File: config.mk
export PLATFORM = sky130hd
export DESIGN_NAME = csa_core
export DESIGN_NICKNAME = d
export VERILOG_FILES = /design/src/rtl/csa_pkg.sv /design/src/rtl/csa_core.sv
export SDC_FILE = /design/constraint.sdc
export NUM_CORES = 2
export LEC_CHECK = 0
export BUFFER_PORTS_ARGS = -buffer_cell sky130_fd_sc_hd__buf_2
export CAP_MARGIN = 5
export CORE_MARGIN = 10
export CORE_UTILIZATION = 29
export DETAILED_ROUTE_END_ITERATION = 8
export SLEW_MARGIN = 10
export SYNTH_ARGS = -nofsm -noshare
export SYNTH_HDL_FRONTEND = slang
export SYNTH_SLANG_ARGS = --single-unit
File: constraint.sdc
create_clock -name clk_sys_i -period 8.5 [get_ports clk_sys_i]
set_input_delay 0.85 -clock clk_sys_i [delete_from_list [all_inputs] [get_ports clk_sys_i]]
set_output_delay 0.85 -clock clk_sys_i [all_outputs]
set_load 0.05 [all_outputs]
File: src/rtl/csa_pkg.sv
/*
 * package for the core storage attribute and addressing block.
 * holds register numbers, field positions, sizes and carrier structs.
 * assumes one clock domain and a decoded micro-operation from the core.
 */
package csa_pkg;

    localparam int unsigned GR_COUNT   = 32;
    localparam int unsigned GR_AW      = 5;
    localparam int unsigned XLEN       = 32;
    localparam int unsigned REGION_MSB = 31;
    localparam int unsigned REGION_LSB = 27;

    // special register numbers, 10 bits as encoded
    localparam logic [9:0] SPR_XER   = 10'h001;
    localparam logic [9:0] SPR_LINK  = 10'h008;
    localparam logic [9:0] SPR_COUNT = 10'h009;
    localparam logic [9:0] SPR_GS4   = 10'h104;
    localparam logic [9:0] SPR_GS7   = 10'h107;
    localparam logic [9:0] SPR_TBLO  = 10'h11C;
    localparam logic [9:0] SPR_TBUP  = 10'h11D;
    localparam logic [9:0] SPR_WTHR  = 10'h3BA;
    localparam logic [9:0] SPR_GUARD = 10'h3B9;
    localparam logic [9:0] SPR_LEND  = 10'h3BB;
    localparam logic [9:0] SPR_UDEF  = 10'h3BC;
    localparam logic [9:0] SPR_ICACH = 10'h3FB;
    localparam logic [9:0] SPR_DCACH = 10'h3FA;
    localparam logic [9:0] TBR_LO    = 10'h10C;
    localparam logic [9:0] TBR_UP    = 10'h10D;

    // machine state fields
    localparam int unsigned MS_PR = 14;
    localparam int unsigned MS_IR = 5;
    localparam int unsigned MS_DR = 4;

    localparam logic [31:0] MS_RESET    = 32'h0000_0000;
    localparam logic [31:0] REGION_RST  = 32'h0000_0000;
    localparam logic [31:0] COND_RESET  = 32'h0000_0000;

    typedef enum logic [1:0] {
        CSA_SZ_BYTE,
        CSA_SZ_HALF,
        CSA_SZ_WORD
    } csa_size_t;

    typedef enum logic [3:0] {
        CSA_OP_NONE,
        CSA_OP_MEM,
        CSA_OP_MTSPR,
        CSA_OP_MFSPR,
        CSA_OP_MFTB,
        CSA_OP_MTMSR,
        CSA_OP_MFMSR,
        CSA_OP_MTDCR,
        CSA_OP_MFDCR,
        CSA_OP_CMP,
        CSA_OP_CRLOG,
        CSA_OP_ALU,
        CSA_OP_MOVE
    } csa_op_t;

    typedef enum logic [3:0] {
        CSA_CL_AND, CSA_CL_OR, CSA_CL_XOR, CSA_CL_NAND,
        CSA_CL_NOR, CSA_CL_EQV, CSA_CL_ANDC, CSA_CL_ORC
    } csa_crlog_t;

    // one operation from the decoder
    typedef struct packed {
        csa_op_t      op;
        logic         idx_mode;  // indexed rather than displacement
        logic         update;    // write address back to base
        logic         base_zero; // implied base of zero
        logic [4:0]   ra;
        logic [4:0]   rb;
        logic [4:0]   rt;
        logic [15:0]  disp;
        logic [9:0]   sprn;
        csa_size_t    size;
        logic         sign_ext;
        logic         instr_side;
        logic [2:0]   crf;       // condition field selector
        logic [4:0]   bt;
        logic [4:0]   ba;
        logic [4:0]   bb;
        csa_crlog_t   crlog;
        logic         rc;        // update first condition field; marks a store on memory ops
    } csa_req_t;

    // attributes presented with each access
    typedef struct packed {
        logic       write_through;
        logic       cache_inhibit;
        logic       guarded;
        logic       user_def;
        logic       little_end;
    } csa_attr_t;

    typedef struct packed {
        logic [31:0] addr;
        csa_size_t   size;
        logic        sign_ext;
        logic        is_store;
        logic        instr_side;
        csa_attr_t   attr;
    } csa_access_t;

    // attributes from a translation entry
    typedef struct packed {
        logic       w;
        logic       i;
        logic       m;
        logic       g;
        logic       u0;
        logic       e;
    } csa_tlb_attr_t;

endpackage

File: src/rtl/csa_core.sv
/*
 * programming-model logic: general registers, machine state, condition
 * register, region attribute registers, address forming, privilege checks.
 * assumes a decoder hands one operation per cycle and the memory side
 * takes the access descriptor and returns loaded data the next cycles.
 */
`timescale 1ns/1ps

module csa_core
    import csa_pkg::*;
(
    input  wire logic          clk_sys_i,
    input  wire logic          sys_rst_i,
    input  wire logic          req_valid_i,
    input  wire csa_req_t      req_i,
    input  wire logic [31:0]   load_data_i,
    input  wire logic          load_valid_i,
    input  wire logic [63:0]   time_base_i,
    input  wire csa_tlb_attr_t tlb_attr_i,
    input  wire logic [31:0]   alu_result_i,
    input  wire logic [31:0]   spr_rdata_i,
    output logic               acc_valid_o,
    output csa_access_t        acc_o,
    output logic [31:0]        store_data_o,
    output logic               priv_fault_o,
    output logic               spr_we_o,
    output logic [9:0]         spr_num_o,
    output logic [31:0]        spr_wdata_o,
    output logic               dcr_valid_o,
    output logic [31:0]        msr_o,
    output logic [31:0]        cond_o
);

    logic [31:0] gr_q [GR_COUNT];
    logic [31:0] msr_q;
    logic [31:0] cond_q;
    logic [31:0] wthr_q, dcach_q, icach_q, guard_q, lend_q, udef_q;
    logic [4:0]  ld_rt_q;
    csa_size_t   ld_size_q;
    logic        ld_sext_q;
    logic        ld_le_q;
    logic        ld_store_q;

    logic        user_mode;
    logic        spr_ok;
    logic        priv_bad;
    logic        go;
    logic [31:0] base_val, offs_val, ea;
    logic [4:0]  region;
    logic        xlate;
    csa_attr_t   attr;
    logic [31:0] ld_word;
    logic [31:0] cmp_res;
    logic [3:0]  cmp_fld;
    logic        ca, cb, cr_res;

    assign user_mode = msr_q[MS_PR];

    always_comb begin
        spr_ok = 1'b0;
        unique case (req_i.op)
            CSA_OP_MTSPR: spr_ok = (req_i.sprn == SPR_XER)
                                 || (req_i.sprn == SPR_LINK)
                                 || (req_i.sprn == SPR_COUNT);
            CSA_OP_MFSPR: spr_ok = (req_i.sprn == SPR_XER)
                                 || (req_i.sprn == SPR_LINK)
                                 || (req_i.sprn == SPR_COUNT)
                                 || (req_i.sprn >= SPR_GS4
                                     && req_i.sprn <= SPR_GS7);
            CSA_OP_MFTB:  spr_ok = 1'b1;
            default:      spr_ok = 1'b1;
        endcase
    end

    always_comb begin
        priv_bad = 1'b0;
        if (user_mode) begin
            unique case (req_i.op)
                CSA_OP_MTSPR, CSA_OP_MFSPR: priv_bad = !spr_ok;
                CSA_OP_MTMSR, CSA_OP_MTDCR, CSA_OP_MFDCR: priv_bad = 1'b1;
                default: priv_bad = 1'b0;
            endcase
        end
    end

    // special path time base read refused, write-only
    assign go = req_valid_i && !priv_bad
        && !(req_i.op == CSA_OP_MFSPR
             && (req_i.sprn == SPR_TBLO || req_i.sprn == SPR_TBUP));

    always_comb begin
        base_val = req_i.base_zero ? 32'h0000_0000 : gr_q[req_i.ra];
        offs_val = req_i.idx_mode ? gr_q[req_i.rb]
                                  : {{16{req_i.disp[15]}}, req_i.disp};
        ea = base_val + offs_val;
    end

    // top five address bits pick region
    assign region = ea[REGION_MSB:REGION_LSB];
    assign xlate  = req_i.instr_side ? msr_q[MS_IR] : msr_q[MS_DR];

    always_comb begin
        if (xlate) begin
            attr.write_through = tlb_attr_i.w;
            attr.cache_inhibit = tlb_attr_i.i;
            attr.guarded       = tlb_attr_i.g;
            attr.user_def      = tlb_attr_i.u0;
            attr.little_end    = tlb_attr_i.e;
        end else begin
            attr.write_through = wthr_q[region];
            attr.cache_inhibit = req_i.instr_side ? !icach_q[region]
                                                  : !dcach_q[region];
            attr.guarded       = guard_q[region];
            attr.user_def      = udef_q[region];
            attr.little_end    = lend_q[region];
        end
    end

    // address is lowest byte of operand
    always_ff @(posedge clk_sys_i) begin
        if (sys_rst_i) begin
            acc_valid_o  <= 1'b0;
            acc_o        <= '0;
            store_data_o <= 32'h0000_0000;
        end else begin
            acc_valid_o     <= go && req_i.op == CSA_OP_MEM;
            acc_o.addr      <= ea;
            acc_o.size      <= req_i.size;
            acc_o.sign_ext  <= req_i.sign_ext;
            acc_o.is_store  <= req_i.rc;
            acc_o.instr_side<= req_i.instr_side;
            acc_o.attr      <= attr;
            store_data_o    <= gr_q[req_i.rt];
        end
    end

    // pending load destination
    always_ff @(posedge clk_sys_i) begin
        if (sys_rst_i) begin
            ld_rt_q    <= 5'h00;
            ld_size_q  <= CSA_SZ_WORD;
            ld_sext_q  <= 1'b0;
            ld_le_q    <= 1'b0;
            ld_store_q <= 1'b1;
        end else if (go && req_i.op == CSA_OP_MEM) begin
            ld_rt_q    <= req_i.rt;
            ld_size_q  <= req_i.size;
            ld_sext_q  <= req_i.sign_ext;
            ld_le_q    <= attr.little_end;
            ld_store_q <= req_i.rc;
        end
    end

    // byte order and extension of loaded data
    always_comb begin
        ld_word = 32'h0000_0000;
        unique case (ld_size_q)
            CSA_SZ_BYTE: ld_word = {{24{ld_sext_q && load_data_i[7]}},
                                    load_data_i[7:0]};
            CSA_SZ_HALF: begin
                if (ld_le_q)
                    ld_word = {{16{ld_sext_q && load_data_i[15]}},
                               load_data_i[15:0]};
                else
                    ld_word = {{16{ld_sext_q && load_data_i[7]}},
                               load_data_i[7:0], load_data_i[15:8]};
            end
            default: ld_word = ld_le_q ? load_data_i
                             : {load_data_i[7:0], load_data_i[15:8],
                                load_data_i[23:16], load_data_i[31:24]};
        endcase
    end

    always_ff @(posedge clk_sys_i) begin
        if (sys_rst_i) begin
            for (int k = 0; k < GR_COUNT; k++) gr_q[k] <= 32'h0000_0000;
        end else begin
            if (load_valid_i && !ld_store_q) gr_q[ld_rt_q] <= ld_word;
            if (go) begin
                unique case (req_i.op)
                    CSA_OP_MEM:   if (req_i.update && !req_i.base_zero)
                                      gr_q[req_i.ra] <= ea;
                    CSA_OP_MFSPR: gr_q[req_i.rt] <= spr_rdata_i;
                    CSA_OP_MFTB:  gr_q[req_i.rt] <= (req_i.sprn == TBR_UP)
                                      ? time_base_i[63:32]
                                      : time_base_i[31:0];
                    CSA_OP_MFMSR: gr_q[req_i.rt] <= msr_q;
                    CSA_OP_ALU:   gr_q[req_i.rt] <= alu_result_i;
                    CSA_OP_MOVE:  gr_q[req_i.rt] <= gr_q[req_i.ra];
                    default: ;
                endcase
            end
        end
    end

    always_ff @(posedge clk_sys_i) begin
        if (sys_rst_i) msr_q <= MS_RESET;
        else if (go && req_i.op == CSA_OP_MTMSR) msr_q <= gr_q[req_i.rt];
    end

    always_ff @(posedge clk_sys_i) begin
        if (sys_rst_i) begin
            wthr_q <= REGION_RST; dcach_q <= REGION_RST;
            icach_q <= REGION_RST; guard_q <= REGION_RST;
            lend_q <= REGION_RST; udef_q <= REGION_RST;
        end else if (go && req_i.op == CSA_OP_MTSPR) begin
            unique case (req_i.sprn)
                SPR_WTHR:  wthr_q  <= gr_q[req_i.rt];
                SPR_DCACH: dcach_q <= gr_q[req_i.rt];
                SPR_ICACH: icach_q <= gr_q[req_i.rt];
                SPR_GUARD: guard_q <= gr_q[req_i.rt];
                SPR_LEND:  lend_q  <= gr_q[req_i.rt];
                SPR_UDEF:  udef_q  <= gr_q[req_i.rt];
                default: ;
            endcase
        end
    end

    assign cmp_res = gr_q[req_i.ra] - gr_q[req_i.rb];
    always_comb begin
        if (req_i.sign_ext)
            cmp_fld = {$signed(gr_q[req_i.ra]) < $signed(gr_q[req_i.rb]),
                       $signed(gr_q[req_i.ra]) > $signed(gr_q[req_i.rb]),
                       cmp_res == 32'h0000_0000, 1'b0};
        else
            cmp_fld = {gr_q[req_i.ra] < gr_q[req_i.rb],
                       gr_q[req_i.ra] > gr_q[req_i.rb],
                       cmp_res == 32'h0000_0000, 1'b0};
        ca = cond_q[5'd31 - req_i.ba];
        cb = cond_q[5'd31 - req_i.bb];
        unique case (req_i.crlog)
            CSA_CL_AND:  cr_res = ca & cb;
            CSA_CL_OR:   cr_res = ca | cb;
            CSA_CL_XOR:  cr_res = ca ^ cb;
            CSA_CL_NAND: cr_res = !(ca & cb);
            CSA_CL_NOR:  cr_res = !(ca | cb);
            CSA_CL_EQV:  cr_res = !(ca ^ cb);
            CSA_CL_ANDC: cr_res = ca & !cb;
            default:     cr_res = ca | !cb;
        endcase
    end

    always_ff @(posedge clk_sys_i) begin
        if (sys_rst_i) cond_q <= COND_RESET;
        else if (go) begin
            unique case (req_i.op)
                CSA_OP_CMP:   cond_q[5'd31 - {req_i.crf, 2'b00} -: 4]
                                  <= cmp_fld;
                CSA_OP_CRLOG: cond_q[5'd31 - req_i.bt] <= cr_res;
                // first field from result sign and zero
                CSA_OP_ALU:   if (req_i.rc)
                                  cond_q[31:28] <= {alu_result_i[31],
                                      !alu_result_i[31]
                                      && alu_result_i != 32'h0000_0000,
                                      alu_result_i == 32'h0000_0000, 1'b0};
                default: ;
            endcase
        end
    end

    // special and device bus strobes
    assign priv_fault_o = req_valid_i && priv_bad;
    assign spr_we_o     = go && req_i.op == CSA_OP_MTSPR;
    assign spr_num_o    = req_i.sprn;
    assign spr_wdata_o  = gr_q[req_i.rt];
    assign dcr_valid_o  = go && (req_i.op == CSA_OP_MTDCR
                                 || req_i.op == CSA_OP_MFDCR);
    assign msr_o        = msr_q;
    assign cond_o       = cond_q;

endmodule

==> results.yml <==
die:
  die_w_microns: 574.6
  initial_core_util_pct: 29.15
  io_pins: 429
  die_height_microns: 574.6
  std_cell_rows: 203
  die_area_sq_mm: 0.3302
  core_region_area_sq_mm: 0.3061
timing:
  timing.fmax_ghz: 0.1374
  fin_crit_sh_pct: 85.64
  worst_pin_slew_ns: 1.457
  period_minus_slack_ns: 7.279
  finalSetupTns_ns: 0
  timing.final.max_slew_violations: 0
  finalHoldViolCount: 0
  setup_viol: 0
  slew_headroom_pct: 2.635
  hold-worst-slack_ns: 0.2608
  rsz0062_at_grt: "no"
  finClkSkew_ns: 0.09054
job:
  drv_cap: 0
clock_network:
  clkSinkCount: 1365
  cts_resized: 0
  cts_tree: "done"
  cts_buffers: 168
  clk_latency_ns: 0.90
  htreeDepth: 4
  cts_root_buf: "clkbuf_16"
  holdBufCountCts: 0
  clk_path_buf_depth: 4
  post_cts_buffers: 0
  clk_pin_slew_worst_paths_ns: 0.06
power:
  switching_power_w: 0.006852
  p_int_w: 0.01310
  total_power_w: 0.01996
  p_sw_share_pct: 34.34
  p_clk_share_pct: 36.2
  combPwrFrac_pct: 26.0
  leakagePower_nw: 34.97
  ir_worst_vdd_mv: 0.1438
  p_per_area_mw_per_mm2: 194.8
  power_frac_seq_pct: 37.8
global_route:
  grtUsageMet3_pct: 13.05
  antenna_found_initial: 51
  grt_util_met2_pct: 36.98
  grt_overflow_total: 0
  grt_pass1_wl_microns: 605900
  grt_pass1_vias: 75350
  gr-max-usage-layer: "met2"
  grt_max_degree: 196
  grtUsageMet1_pct: 30.16
  grtUsageTotal_pct: 25.67
hold_path:
  hp-class: "primary input to flip-flop"
yosys:
  synth-seq-cells: 1365
  synth.avg_cell_area_sq_um: 11.27
  yosys-top-cells-count: "edfxtp_1, mux4_2, nand3_1"
  synthDistinctLibCells: 91
  synth_enable_flop_cells: 1024
  syn_area_sq_mm: 0.08920
  async_flop_share_pct: 0
  yosysMostFrequentCell: "edfxtp_1"
  yosysSeqAreaShare_pct: 42.12
  synth_nets: 8227
  synth_top_area_cell: "edfxtp_1"
  synth_warnings: 0
  synth_top_area_share_pct: 34.47
  synth_ff_type: "edfxtp_1"
  synthCells: 7913
  ys_top_cells_by_area: "edfxtp_1, mux4_2, dfxtp_1, nand3_1, o21ai_0"
worst_setup_path:
  worstSetupStartpointType: "primary input"
  required_ns: 9.19
  cp.arrival_ns: 7.96
  crit_path_max_fanout: 49
  worst-setup-path-type: "primary input to flip-flop"
  critPathCaptureType: "flip-flop"
layout:
  syn_to_final_growth_pct: 14.87
  post-route-cell-area_sq_mm: 0.1025
  drive_gt1_share_pct: 28.20
  fin_nets: 8322
  largest_register: "gr_q"
  top_regs: "gr_q: 1024 flops, acc_o: 42 flops"
  largest_reg_flops: 1024
detailed_routing:
  drc_errors: 0
  routed_wl_microns: 447800
  route.vias.total: 79400
  via_per_inst: 6.474
  antenna_left: 0
  wl_per_cell_microns: 36.51
  drt_iter0_markers: 14080
  drtPass1Iterations: 8
placement:
  dp_hpwl_microns: 295200
  io_buffers: 427
  place.gp.congestion: 1.084
  place_area_sq_mm: 0.09706
status:
  status: "finished clean"
-- cell type report --
type | count | area, sq um
tap | 4100 | 5130
multi-input combinational | 5608 | 48570
inverter | 60 | 225.2
sequential | 1365 | 37580
timing repair buffer | 805 | 5599
clock buffer | 213 | 4537
fill | 30340 | 203600
clock inverter | 84 | 753.2
antenna | 30 | 75.07
-- worst paths after layout --
path,startpoint,end,slack (ns),depth (start not counted)
max,req_i[58],acc_o[2],1.22,22
min,req_i[25],acc_o[8],0.26,2
max reg2reg,gr_q[31][17],acc_o[2],1.88,20
min reg2reg,ld_store_q,ld_store_q,0.49,1
-- routing by layer --
layer  share of wire [%]  vias to the layer above
met2                  41                     7578
met4                 8.2                       32
met3                  18                     1761
met1                  32                    38950
li1                    -                    31090
met5                0.15                        -
-- critical path, cell delays in order --
cell	delay, ns
buf_8	0.42
buf_12	0.43
mux4_2	0.57
mux4_2	0.55
mux2i_1	0.67
buf_4	0.28
a21oi_1	0.08
ha_1	0.49
nand2_1	0.10
nor3_1	0.34
nand4_1	0.18
a21oi_1	0.24
nor3_1	0.14
buf_4	0.18
xnor2_2	0.68
buf_12	0.34
mux2i_1	0.24
mux2i_1	0.10
mux4_2	0.49
mux2i_1	0.15
buf_4	0.18
a211oi_1	0.08
-- layout by cell type, fill, tap and decap left out, types with 15 or more instances in the layout --
cell type	n
nand2b_1	27
o21ai_0	753
nor2_2	50
nor2_1	691
mux2i_1	197
ha_1	67
and3_1	18
clkbuf_1	31
clkinv_1	21
inv_1	59
buf_2	414
a211oi_1	32
edfxtp_1	1024
or3_2	19
clkbuf_16	172
o21ai_1	47
buf_4	338
buf_12	41
nor4_1	16
mux4_2	993
nand4_1	16
diode_2	30
a21oi_1	210
dfxtp_1	339
nand2_2	34
nor2b_1	45
mux2_2	30
clkinv_2	34
xnor2_1	22
nand2_1	610
a21o_1	37
o31ai_1	292
nand3_1	770
a311oi_1	23
a31oi_1	25
nor3_1	274
xor2_1	15
-- power by group through the flow --
stage / logic (W) / clock network [W] / registers, W
after global routing: 0.00525 / 0.00747 / 0.00757
after global placement: 0.00494 / 0 / 0.00766
after detailed placement: 0.00496 / 0 / 0.00768
final: 0.00519 / 0.00721 / 0.00755
after CTS: 0.00498 / 0.00721 / 0.00754
after floorplan: 0.00267 / 0 / 0.00780
-- stage by stage --
step	setup slack, ns	util [%]	instances
finish	1.221	33.48	12270
global placement	0.5517	31.71	11940
global route	1.103	33.46	12240
CTS	1.419	33.44	12230
floorplan	1.534	-	7913
detailed placement	0.5316	31.71	11940
-- logic make-up after synthesis --
| group | share of synthesized area, % |
|---|---|
| XOR/XNOR | 0.4292 |
| buffers and inverters | 4.236 |
| AND/OR/NAND/NOR | 13.59 |
| multiplexers | 27.80 |
| adder cells (fa/ha/maj) | 0.9847 |
| AO/OA/AOI/OAI | 10.83 |
| flip-flops | 42.12 |
(Power assumes the default switching activity.)
